===== config.mk =====
export PLATFORM = sky130hd
export DESIGN_NAME = timer2_aux_sfr_bank
export DESIGN_NICKNAME = d
export VERILOG_FILES = /design/src/hw/sfr_bank_pkg.sv /design/src/hw/pointer_bank_if.sv /design/src/hw/timer2_aux_sfr_bank.sv /design/src/hw/pointer_store.sv /design/src/hw/edge_sense.sv
export SDC_FILE = /design/constraint.sdc
export NUM_CORES = 1
export LEC_CHECK = 0
export ABC_CLOCK_PERIOD_IN_PS = 2200
export BUFFER_PORTS_ARGS = -buffer_cell sky130_fd_sc_hd__buf_2
export CAP_MARGIN = 20
export CORE_MARGIN = 2
export CORE_UTILIZATION = 52
export CTS_BUF_LIST = sky130_fd_sc_hd__clkbuf_8
export DETAILED_ROUTE_END_ITERATION = 7
export PLACE_DENSITY_LB_ADDON = 0.1
export SKIP_CTS_REPAIR_TIMING = 1
export SLEW_MARGIN = 20
export SYNTH_ARGS = -nofsm -noshare
export SYNTH_HDL_FRONTEND = slang
export SYNTH_HIERARCHICAL = 1
export SYNTH_SLANG_ARGS = --single-unit

===== constraint.sdc =====
create_clock -name ref_clk_in -period 2.2 [get_ports ref_clk_in]
set_input_delay 0.44 -clock ref_clk_in [delete_from_list [all_inputs] [get_ports ref_clk_in]]
set_output_delay 0.44 -clock ref_clk_in [all_outputs]
set_load 0.02 [all_outputs]

===== src/hw/sfr_bank_pkg.sv =====
// Shared addresses, field positions, reset values and timing counts
package sfr_bank_pkg;
  // Special register space addresses
  localparam logic [7:0] ADDR_FIRST_LO  = 8'h82;
  localparam logic [7:0] ADDR_FIRST_HI  = 8'h83;
  localparam logic [7:0] ADDR_SECOND_LO = 8'h84;
  localparam logic [7:0] ADDR_SECOND_HI = 8'h85;
  localparam logic [7:0] ADDR_POWER     = 8'h87;
  localparam logic [7:0] ADDR_AUX       = 8'h8e;
  localparam logic [7:0] ADDR_BANK      = 8'ha2;
  localparam logic [7:0] ADDR_IRQ_EN    = 8'ha8;
  localparam logic [7:0] ADDR_PRIO      = 8'hb8;
  localparam logic [7:0] ADDR_T2_CTL    = 8'hc8;
  localparam logic [7:0] ADDR_T2_MODE   = 8'hc9;
  localparam logic [7:0] ADDR_CR_LO     = 8'hca;
  localparam logic [7:0] ADDR_CR_HI     = 8'hcb;
  // Timer 2 control fields
  localparam int T2_OVF   = 7;
  localparam int T2_EXT   = 6;
  localparam int T2_RXCLK = 5;
  localparam int T2_TXCLK = 4;
  localparam int T2_TRGEN = 3;
  localparam int T2_RUN   = 2;
  localparam int T2_CNT   = 1;
  localparam int T2_CPRL  = 0;
  // Auxiliary, bank, power, mode and enable fields
  localparam int AUX_STRB  = 0;
  localparam int AUX_RSTO  = 3;
  localparam int AUX_WDIH  = 4;
  localparam int BANK_SEL  = 0;
  localparam int PWR_LOSS  = 4;
  localparam int MODE_DOWN = 0;
  localparam int IE_ALL    = 7;
  localparam int IE_T2     = 5;
  // Implemented-bit masks
  localparam logic [7:0] AUX_MASK  = 8'h19;
  localparam logic [7:0] BANK_MASK = 8'h01;
  localparam logic [7:0] MODE_MASK = 8'h03;
  localparam logic [7:0] IE_MASK   = 8'hbf;
  localparam logic [7:0] IP_MASK   = 8'h3f;
  // Reset values
  localparam logic [7:0] T2_RST   = 8'h00;
  localparam logic [7:0] AUX_RST  = 8'h00;
  localparam logic [7:0] BANK_RST = 8'h00;
  localparam logic [7:0] MODE_RST = 8'h00;
  localparam logic [7:0] IE_RST   = 8'h00;
  localparam logic [7:0] IP_RST   = 8'h00;
  localparam logic [7:0] CR_RST   = 8'h00;
  localparam logic [7:0] PTR_RST  = 8'h00;
  // Timing: the clock stands in for the oscillator
  localparam int CLK_PERIOD_NS = 20;
  localparam int STROBE_DIV    = 6;
  localparam int RST_OUT_NS    = 1920;
  localparam int RST_OUT_CYC   = RST_OUT_NS / CLK_PERIOD_NS;
endpackage


===== src/hw/pointer_bank_if.sv =====
// Carrier between the register bank and the pointer store
`timescale 1ns/10ps
interface pointer_bank_if;
  logic        wr;
  logic [1:0]  idx;
  logic [7:0]  wdata;
  logic [7:0]  rdata;
  logic        bank;
  logic [15:0] active;
  modport ctrl (output wr, idx, wdata, bank, input rdata, active);
  modport store (input wr, idx, wdata, bank, output rdata, active);
endinterface


===== src/hw/timer2_aux_sfr_bank.sv =====
// Timer 2 control, auxiliary and pointer-bank special registers
//
// How it works
// - Unmapped addresses read zero, writes there do nothing.
// - Timer 2 control resets to zero and accepts single-bit writes.
// - Overflow flag set per overflow, software clears, held off in baud mode.
// - Trigger capture or reload sets external flag, interrupt when enabled.
// - External flag raises no interrupt while down-count enable is set.
// - Receive clock taken from Timer 2 in serial modes 1 and 3.
// - Transmit clock taken from Timer 2 in serial modes 1 and 3.
// - Trigger edges act only when enabled and not in baud mode.
// - Run bit starts and stops Timer 2 counting.
// - Counter select picks machine ticks or external falling edges.
// - Capture select chooses capture on trigger or reload modes.
// - Baud mode ignores capture select and reloads on overflow.
// - Capture/reload pair takes captures and supplies reload value.
// - Auxiliary register byte-only, bits 0, 3, 4, reset zero.
// - Address strobe every sixth cycle, or only on external access.
// - Watchdog timeout drives reset pin high unless disabled.
// - Watchdog idle-halt bit pauses the watchdog during idle.
// - Bank select routes pointer use to first or second bank.
// - Power-loss flag set at power-up, writable, untouched by reset.
// - Interrupt enable and two-level priority for six sources.
// - Bank register byte-only, only bit 0 implemented, resets zero.
`timescale 1ns/10ps
module timer2_aux_sfr_bank
(
  input  wire logic        ref_clk_in,
  input  wire logic        reset_in,
  input  wire logic        power_up_in,
  input  wire logic [7:0]  sfr_addr_in,
  input  wire logic        sfr_wr_in,
  input  wire logic [7:0]  sfr_wdata_in,
  input  wire logic        sfr_bit_wr_in,
  input  wire logic [2:0]  sfr_bit_pos_in,
  input  wire logic        sfr_bit_val_in,
  input  wire logic        sfr_rd_in,
  output logic [7:0]       sfr_rdata_out,
  input  wire logic        timer2_overflow_in,
  input  wire logic [15:0] timer2_count_in,
  input  wire logic        trigger_input_in,
  input  wire logic        external_count_input_in,
  input  wire logic [1:0]  serial_mode_in,
  input  wire logic        ext_access_in,
  input  wire logic        idle_in,
  input  wire logic        watchdog_timeout_in,
  output logic             timer2_run_out,
  output logic             count_pulse_out,
  output logic             capture_out,
  output logic             reload_out,
  output logic [15:0]      capture_reload_out,
  output logic             rx_from_timer2_out,
  output logic             tx_from_timer2_out,
  output logic             timer2_irq_out,
  output logic [7:0]       irq_enable_out,
  output logic [5:0]       priority_out,
  output logic             address_strobe_out,
  output logic             reset_pin_out,
  output logic             reset_pin_oe_out,
  output logic             watchdog_count_en_out,
  output logic             pointer_bank_select_out,
  output logic [15:0]      active_pointer_out
);
  logic [7:0] t2_q;
  logic [7:0] aux_q;
  logic [7:0] bank_q;
  logic [7:0] mode_q;
  logic [7:0] cr_lo_q;
  logic [7:0] cr_hi_q;
  logic       power_loss_q;
  logic [7:0] t2_wdata;
  logic       wr_t2;
  logic       baud;
  logic       trig_fall;
  logic       cnt_fall;
  logic       trig_evt;
  logic       ovf_ok;
  logic       is_ptr;
  logic       rd_q;
  logic       rd_ptr_q;
  logic [7:0] own_q;
  logic [2:0] div_q;
  logic [6:0] rst_cnt_q;

  pointer_bank_if ptr ();

  //////////////////////////////////////////////////////////////////////
  // Pin inputs
  edge_sense trig_sense
  (
    .ref_clk_in (ref_clk_in),
    .reset_in   (reset_in),
    .pin_in     (trigger_input_in),
    .fall_out   (trig_fall)
  );

  edge_sense count_sense
  (
    .ref_clk_in (ref_clk_in),
    .reset_in   (reset_in),
    .pin_in     (external_count_input_in),
    .fall_out   (cnt_fall)
  );

  //////////////////////////////////////////////////////////////////////
  // Write decode
  // Bit writes only reach the bit-addressable control register
  always_comb
  begin
    t2_wdata = sfr_wdata_in;
    if (sfr_bit_wr_in)
    begin
      t2_wdata = t2_q;
      t2_wdata[sfr_bit_pos_in] = sfr_bit_val_in;
    end
  end

  assign wr_t2 = (sfr_wr_in | sfr_bit_wr_in)
               & (sfr_addr_in == sfr_bank_pkg::ADDR_T2_CTL);
  assign baud  = t2_q[sfr_bank_pkg::T2_RXCLK] | t2_q[sfr_bank_pkg::T2_TXCLK];
  assign ovf_ok = timer2_overflow_in & ~baud;
  assign trig_evt = trig_fall & t2_q[sfr_bank_pkg::T2_TRGEN] & ~baud;
  assign is_ptr = sfr_addr_in[7:1] == sfr_bank_pkg::ADDR_SECOND_LO[7:1]
                | sfr_addr_in[7:1] == sfr_bank_pkg::ADDR_FIRST_LO[7:1];

  //////////////////////////////////////////////////////////////////////
  // Timer 2 control; hardware set wins over a software clear
  always_ff @(posedge ref_clk_in)
  begin
    if (reset_in)
      t2_q <= sfr_bank_pkg::T2_RST;
    else
    begin
      if (wr_t2)
        t2_q <= t2_wdata;
      if (ovf_ok)
        t2_q[sfr_bank_pkg::T2_OVF] <= 1'b1;
      if (trig_evt)
        t2_q[sfr_bank_pkg::T2_EXT] <= 1'b1;
    end
  end

  // Auxiliary, bank, mode, enable and priority registers, byte writes only
  always_ff @(posedge ref_clk_in)
  begin
    if (reset_in)
    begin
      aux_q          <= sfr_bank_pkg::AUX_RST;
      bank_q         <= sfr_bank_pkg::BANK_RST;
      mode_q         <= sfr_bank_pkg::MODE_RST;
      irq_enable_out <= sfr_bank_pkg::IE_RST;
      priority_out   <= sfr_bank_pkg::IP_RST[5:0];
    end
    else if (sfr_wr_in)
    begin
      if (sfr_addr_in == sfr_bank_pkg::ADDR_AUX)
        aux_q <= sfr_wdata_in & sfr_bank_pkg::AUX_MASK;
      else if (sfr_addr_in == sfr_bank_pkg::ADDR_BANK)
        bank_q <= sfr_wdata_in & sfr_bank_pkg::BANK_MASK;
      else if (sfr_addr_in == sfr_bank_pkg::ADDR_T2_MODE)
        mode_q <= sfr_wdata_in & sfr_bank_pkg::MODE_MASK;
      else if (sfr_addr_in == sfr_bank_pkg::ADDR_IRQ_EN)
        irq_enable_out <= sfr_wdata_in & sfr_bank_pkg::IE_MASK;
      else if (sfr_addr_in == sfr_bank_pkg::ADDR_PRIO)
        priority_out <= sfr_wdata_in[5:0];
    end
  end

  // Capture/reload pair; a capture outranks a same-cycle CPU write
  always_ff @(posedge ref_clk_in)
  begin
    if (reset_in)
    begin
      cr_lo_q <= sfr_bank_pkg::CR_RST;
      cr_hi_q <= sfr_bank_pkg::CR_RST;
    end
    else if (trig_evt & t2_q[sfr_bank_pkg::T2_CPRL])
    begin
      cr_lo_q <= timer2_count_in[7:0];
      cr_hi_q <= timer2_count_in[15:8];
    end
    else if (sfr_wr_in & sfr_addr_in == sfr_bank_pkg::ADDR_CR_LO)
      cr_lo_q <= sfr_wdata_in;
    else if (sfr_wr_in & sfr_addr_in == sfr_bank_pkg::ADDR_CR_HI)
      cr_hi_q <= sfr_wdata_in;
  end

  // No reset term: only power-up or software moves this flag
  always_ff @(posedge ref_clk_in)
  begin
    if (power_up_in)
      power_loss_q <= 1'b1;
    else if (sfr_wr_in & sfr_addr_in == sfr_bank_pkg::ADDR_POWER)
      power_loss_q <= sfr_wdata_in[sfr_bank_pkg::PWR_LOSS];
  end

  //////////////////////////////////////////////////////////////////////
  // Timer 2 event outputs
  always_ff @(posedge ref_clk_in)
  begin
    if (reset_in)
    begin
      count_pulse_out    <= 1'b0;
      capture_out        <= 1'b0;
      reload_out         <= 1'b0;
      rx_from_timer2_out <= 1'b0;
      tx_from_timer2_out <= 1'b0;
      timer2_irq_out     <= 1'b0;
    end
    else
    begin
      count_pulse_out <= t2_q[sfr_bank_pkg::T2_RUN]
        & (t2_q[sfr_bank_pkg::T2_CNT] ? cnt_fall : 1'b1);
      capture_out <= trig_evt & t2_q[sfr_bank_pkg::T2_CPRL];
      reload_out <= (trig_evt & ~t2_q[sfr_bank_pkg::T2_CPRL])
        | (timer2_overflow_in
           & (baud | ~t2_q[sfr_bank_pkg::T2_CPRL]));
      rx_from_timer2_out <= t2_q[sfr_bank_pkg::T2_RXCLK]
        & serial_mode_in[0];
      tx_from_timer2_out <= t2_q[sfr_bank_pkg::T2_TXCLK]
        & serial_mode_in[0];
      timer2_irq_out <= irq_enable_out[sfr_bank_pkg::IE_ALL]
        & irq_enable_out[sfr_bank_pkg::IE_T2]
        & (t2_q[sfr_bank_pkg::T2_OVF]
           | (t2_q[sfr_bank_pkg::T2_EXT]
              & ~mode_q[sfr_bank_pkg::MODE_DOWN]));
    end
  end

  assign timer2_run_out     = t2_q[sfr_bank_pkg::T2_RUN];
  assign capture_reload_out = {cr_hi_q, cr_lo_q};

  //////////////////////////////////////////////////////////////////////
  // Address strobe, reset pin and watchdog gating
  always_ff @(posedge ref_clk_in)
  begin
    if (reset_in)
    begin
      div_q              <= '0;
      address_strobe_out <= 1'b0;
    end
    else
    begin
      div_q <= (div_q == 3'(sfr_bank_pkg::STROBE_DIV - 1))
             ? '0 : div_q + 3'd1;
      address_strobe_out <= aux_q[sfr_bank_pkg::AUX_STRB]
        ? ext_access_in : (div_q == '0);
    end
  end

  // A timeout during an active pulse restarts the full width
  always_ff @(posedge ref_clk_in)
  begin
    if (reset_in)
      rst_cnt_q <= '0;
    else if (watchdog_timeout_in & ~aux_q[sfr_bank_pkg::AUX_RSTO])
      rst_cnt_q <= 7'(sfr_bank_pkg::RST_OUT_CYC);
    else if (rst_cnt_q != '0)
      rst_cnt_q <= rst_cnt_q - 7'd1;
  end

  always_ff @(posedge ref_clk_in)
  begin
    if (reset_in)
    begin
      reset_pin_out         <= 1'b0;
      reset_pin_oe_out      <= 1'b0;
      watchdog_count_en_out <= 1'b1;
    end
    else
    begin
      reset_pin_out    <= rst_cnt_q != '0;
      reset_pin_oe_out <= rst_cnt_q != '0;
      watchdog_count_en_out <= ~(idle_in
        & aux_q[sfr_bank_pkg::AUX_WDIH]);
    end
  end

  //////////////////////////////////////////////////////////////////////
  // Pointer banks
  assign ptr.wr    = sfr_wr_in & is_ptr;
  assign ptr.idx   = sfr_addr_in[2:1] == 2'b01 ? {1'b0, sfr_addr_in[0]}
                                               : {1'b1, sfr_addr_in[0]};
  assign ptr.wdata = sfr_wdata_in;
  assign ptr.bank  = bank_q[sfr_bank_pkg::BANK_SEL];

  pointer_store banks
  (
    .ref_clk_in (ref_clk_in),
    .reset_in   (reset_in),
    .port       (ptr)
  );

  assign pointer_bank_select_out = bank_q[sfr_bank_pkg::BANK_SEL];
  assign active_pointer_out      = ptr.active;

  //////////////////////////////////////////////////////////////////////
  // Read path, two cycles to match the pointer store
  always_ff @(posedge ref_clk_in)
  begin
    if (reset_in)
    begin
      rd_q     <= 1'b0;
      rd_ptr_q <= 1'b0;
      own_q    <= '0;
    end
    else
    begin
      rd_q     <= sfr_rd_in;
      rd_ptr_q <= is_ptr;
      if (sfr_addr_in == sfr_bank_pkg::ADDR_T2_CTL)
        own_q <= t2_q;
      else if (sfr_addr_in == sfr_bank_pkg::ADDR_AUX)
        own_q <= aux_q;
      else if (sfr_addr_in == sfr_bank_pkg::ADDR_BANK)
        own_q <= bank_q;
      else if (sfr_addr_in == sfr_bank_pkg::ADDR_T2_MODE)
        own_q <= mode_q;
      else if (sfr_addr_in == sfr_bank_pkg::ADDR_CR_LO)
        own_q <= cr_lo_q;
      else if (sfr_addr_in == sfr_bank_pkg::ADDR_CR_HI)
        own_q <= cr_hi_q;
      else if (sfr_addr_in == sfr_bank_pkg::ADDR_IRQ_EN)
        own_q <= irq_enable_out;
      else if (sfr_addr_in == sfr_bank_pkg::ADDR_PRIO)
        own_q <= {2'b00, priority_out};
      else if (sfr_addr_in == sfr_bank_pkg::ADDR_POWER)
        own_q <= {3'b000, power_loss_q, 4'h0};
      else
        own_q <= '0;
    end
  end

  always_ff @(posedge ref_clk_in)
  begin
    if (reset_in)
      sfr_rdata_out <= '0;
    else if (rd_q)
      sfr_rdata_out <= rd_ptr_q ? ptr.rdata : own_q;
  end

  //////////////////////////////////////////////////////////////////////
  // Checks
  chk_ovf_flag_set: assert property (@(posedge ref_clk_in)
    disable iff (reset_in) ovf_ok |=> t2_q[sfr_bank_pkg::T2_OVF])
    else $error("overflow flag not set");
  chk_ovf_baud_hold: assert property (@(posedge ref_clk_in)
    disable iff (reset_in) baud & ~wr_t2 & ~t2_q[sfr_bank_pkg::T2_OVF]
    |=> ~t2_q[sfr_bank_pkg::T2_OVF])
    else $error("overflow flag set in baud mode");
  chk_ext_flag_set: assert property (@(posedge ref_clk_in)
    disable iff (reset_in) trig_evt |=> t2_q[sfr_bank_pkg::T2_EXT])
    else $error("external flag not set");
  chk_down_no_irq: assert property (@(posedge ref_clk_in)
    disable iff (reset_in) mode_q[sfr_bank_pkg::MODE_DOWN]
    & ~t2_q[sfr_bank_pkg::T2_OVF] & $stable(mode_q) |=> ~timer2_irq_out)
    else $error("interrupt from external flag in down mode");
  chk_trig_ignored: assert property (@(posedge ref_clk_in)
    disable iff (reset_in) ~t2_q[sfr_bank_pkg::T2_TRGEN] |=> ~capture_out)
    else $error("capture without trigger enable");
  chk_capture_value: assert property (@(posedge ref_clk_in)
    disable iff (reset_in) capture_out
    |-> capture_reload_out == $past(timer2_count_in))
    else $error("capture value wrong");
  chk_aux_reserved: assert property (@(posedge ref_clk_in)
    disable iff (reset_in) (aux_q & ~sfr_bank_pkg::AUX_MASK) == 8'h00)
    else $error("reserved auxiliary bit set");
  chk_strobe_rate: assert property (@(posedge ref_clk_in)
    disable iff (reset_in) address_strobe_out
    & ~aux_q[sfr_bank_pkg::AUX_STRB] & $stable(aux_q)
    |=> ~address_strobe_out [*5])
    else $error("strobe rate wrong");
  chk_reset_pulse: assert property (@(posedge ref_clk_in)
    disable iff (reset_in) watchdog_timeout_in
    & ~aux_q[sfr_bank_pkg::AUX_RSTO] |=> ##1 reset_pin_oe_out [*8])
    else $error("reset pin not driven");
  chk_power_hold: assert property (@(posedge ref_clk_in)
    reset_in & ~power_up_in & ~sfr_wr_in |=> $stable(power_loss_q))
    else $error("power-loss flag moved by reset");
endmodule


===== src/hw/pointer_store.sv =====
// Two 16-bit data pointer banks with registered read data
`timescale 1ns/10ps
module pointer_store
(
  input  wire logic        ref_clk_in,
  input  wire logic        reset_in,
  pointer_bank_if.store    port
);
  logic [7:0] mem_q [4];

  always_ff @(posedge ref_clk_in)
  begin
    if (reset_in)
    begin
      for (int i = 0; i < 4; i++)
        mem_q[i] <= sfr_bank_pkg::PTR_RST;
    end
    else if (port.wr)
      mem_q[port.idx] <= port.wdata;
  end

  always_ff @(posedge ref_clk_in)
  begin
    if (reset_in)
    begin
      port.rdata  <= sfr_bank_pkg::PTR_RST;
      port.active <= {sfr_bank_pkg::PTR_RST, sfr_bank_pkg::PTR_RST};
    end
    else
    begin
      port.rdata  <= mem_q[port.idx];
      port.active <= port.bank ? {mem_q[3], mem_q[2]}
                               : {mem_q[1], mem_q[0]};
    end
  end
endmodule


===== src/hw/edge_sense.sv =====
// Pin synchroniser with a falling-edge pulse
`timescale 1ns/10ps
module edge_sense
(
  input  wire logic ref_clk_in,
  input  wire logic reset_in,
  input  wire logic pin_in,
  output logic      fall_out
);
  logic meta_q;
  logic sync_q;
  logic last_q;

  // Reset to high so a pin held low after reset is taken as a falling edge
  always_ff @(posedge ref_clk_in)
  begin
    if (reset_in)
    begin
      meta_q <= 1'b1;
      sync_q <= 1'b1;
      last_q <= 1'b1;
    end
    else
    begin
      meta_q <= pin_in;
      sync_q <= meta_q;
      last_q <= sync_q;
    end
  end

  assign fall_out = last_q & ~sync_q;
endmodule


==> reports/metrics.cfg <==
[run_status]
status=completed

[drt]
via_count=5057
totalWireLength_mm=15.9
avgRoutedWirePerCell_um=17.5
drtIter0Drc=348
ant_nets=0
vias_per_cell=5.56
drc_errors=0
drt-pass1-iter-count=5

[timing]
layout_min_cycle_time_ns=1.76
drv_slew=0
finalSetupViolCount=0
hold_viol_final=0
fin_skew_ns=0.00973
max_freq_mhz=568
fin_setup_tns_ns=0
rsz0062_at_grt=no
slew_headroom=0.636
tightest_slew_ns=0.539
period_share=0.800

[worst_setup_path]
critPathMaxFanout=7
worst_setup_path_start_kind=input pin
end_kind=register
cpPeakStageDelay_ns=0.55
worstRegToRegCells=7
cp.required_ns=2.52
slowest_stage=or4b_1
arrival_ns=2.08
path_buf_inv=2
cp.depth=7
crit_family=simple AND/OR/NAND/NOR gates
path_cells=buf_2, or4b_1, or2_4, nor3b_2, buf_4, mux2i_1, nor2_1
crit_type=in -> reg

[clock_tree]
clock_path_buffers=2
clk_latency_ns=0.45
cts_tree=built
cts_sinks=143
root_buffer=clkbuf_8
cts_buffers=17
htree_num_levels=4
clk_pin_slew_ns=0.08

[synth]
synthArstFlopShare=0
synthTopCellsByArea=dfxtp_1 35%, edfxtp_1 15%, mux2i_1 13%, nor2_1 6.0%, and2_1 3.4%
ys_seq_area_frac=0.507
synth.distinct_cells=58
syn_inst=628
synth.top_cell.area_share=0.354
synth_area_mm2=0.00628
synth-main-ff-cell=dfxtp_1
syn-num-nets=682
avgSynthCellArea_um2=9.99
ys_ff_latch=143
synth-edff-count=32
synth_warnings=6
yosys.area.top_type=dfxtp_1

[final_layout]
mostFrequentLayoutCell=buf_2
nets=804
n_antenna_cell=0
layout_common_cells=113 x buf_2, 111 x dfxtp_1, 100 x nor2_1
area_growth_pct=19.3
layout-drive-gt1-share=0.244

[global_route]
grt_antenna_before_repair=0
first_global_vias=4781
overflow=0
grt_pass1_wl_mm=24.7
grt_max_degree=97
track_usage=0.251

[floorplan]
start_util=0.527
dieArea_mm2=0.0130
num_rows=40
die_y_um=114
core_mm2=0.0119
io_pins=116
fp.dieW_um=114

[placed_design]
hpwl_mm=11.2
place_congestion=0.913
io_buffers=113

[power]
leakagePower_nw=3.14
power.total_mw=5.59
ir_drop_mv=0.475
power.density_mw_per_mm2=746

[worst_hold_path]
hold_path.class=in -> reg
holdPathStages=2

[flow_run]
maxCapViolCount=0

Yosys cell counts, types with 9 or more instances:
library cell  instances
a211oi_1             19
a21oi_1              26
a311oi_1             13
and2_1               34
clkbuf_1             25
dfxtp_1             111
edfxtp_1             32
inv_1                11
mux2i_1              79
nand2_1              30
nand2b_1             13
nand3_1              16
nor2_1              100
nor2b_1               9
o22ai_1               9
per-layer routing:
metal,global-route usage,vias up,part of all wire
met1,0.316,2429,0.43
met4,0.107,0,0.029
li1,-,2463,-
met5,0,-,0
met3,0.0563,29,0.050
met2,0.417,136,0.49
per-stage QoR:
stage / hold WS (ns) / instance area, µm² / setup slack, ns / utilization / instances
floorplan: 0.385 / 6280 / 0.0994 / - / 628
global placement: 0.391 / 7070 / 0.0491 / 0.593 / 878
detailed placement: 0.394 / 7070 / -0.0157 / 0.593 / 878
CTS: 0.143 / 7490 / 0.470 / 0.629 / 910
global route: 0.156 / 7490 / 0.289 / 0.629 / 910
finish: 0.161 / 7490 / 0.439 / 0.629 / 910
power breakdown:
part	switching [mW]	internal [mW]	leakage, nW
logic	0.322	0.206	1.71
clock network	0.979	1.24	0.220
registers	0.0558	2.78	1.21
final timing paths:
kind	slack (ns)	to	start
max reg2reg	0.48	cr_hi_q[0]$_SDFFE_PP0P_	trig_sense/sync_q$_SDFF_PP1_
min	0.16	count_sense/meta_q$_SDFF_PP1_	external_count_input_in
max	0.44	irq_enable_out[0]$_SDFFE_PP0P_	sfr_addr_in[2]
min reg2reg	0.41	count_sense/sync_q$_SDFF_PP1_	count_sense/meta_q$_SDFF_PP1_
registers in the layout, indices dropped and copies added, names as in the netlist, 2 cells and up, named ones only:
name and cells:
t2_q 2, priority_out 6, sfr_rdata_out 8, mode_q 2, aux_q 3, banks/port.rdata 8, banks/mem_q 32, cr_hi_q 8
rst_cnt_q 7, irq_enable_out 7, banks/port.active 16, div_q 3, own_q 8, cr_lo_q 8
layout make-up:
cell class / instances / area [µm²]
Timing Repair Buffer: 144 / 811
Multi-Input combinational cell: 433 / 2850
Inverter: 11 / 41.3
Tap cell: 147 / 184
Clock buffer: 18 / 248
Clock inverter: 14 / 173
Fill cell: 1047 / 4420
Sequential cell: 143 / 3180
logic make-up after synthesis:
kind of cell    count (synthesis)  share of synthesized area
compound gates                 96                      0.105
xor+xnor                        4                    0.00558
fa+ha+maj                       4                    0.00797
buf+inv                        52                     0.0389
flops                         143                      0.507
mux                            79                      0.126
other cells                     1                   0.000598
simple gates                  249                      0.209
Note: power is estimated with default switching activity, not from simulation.
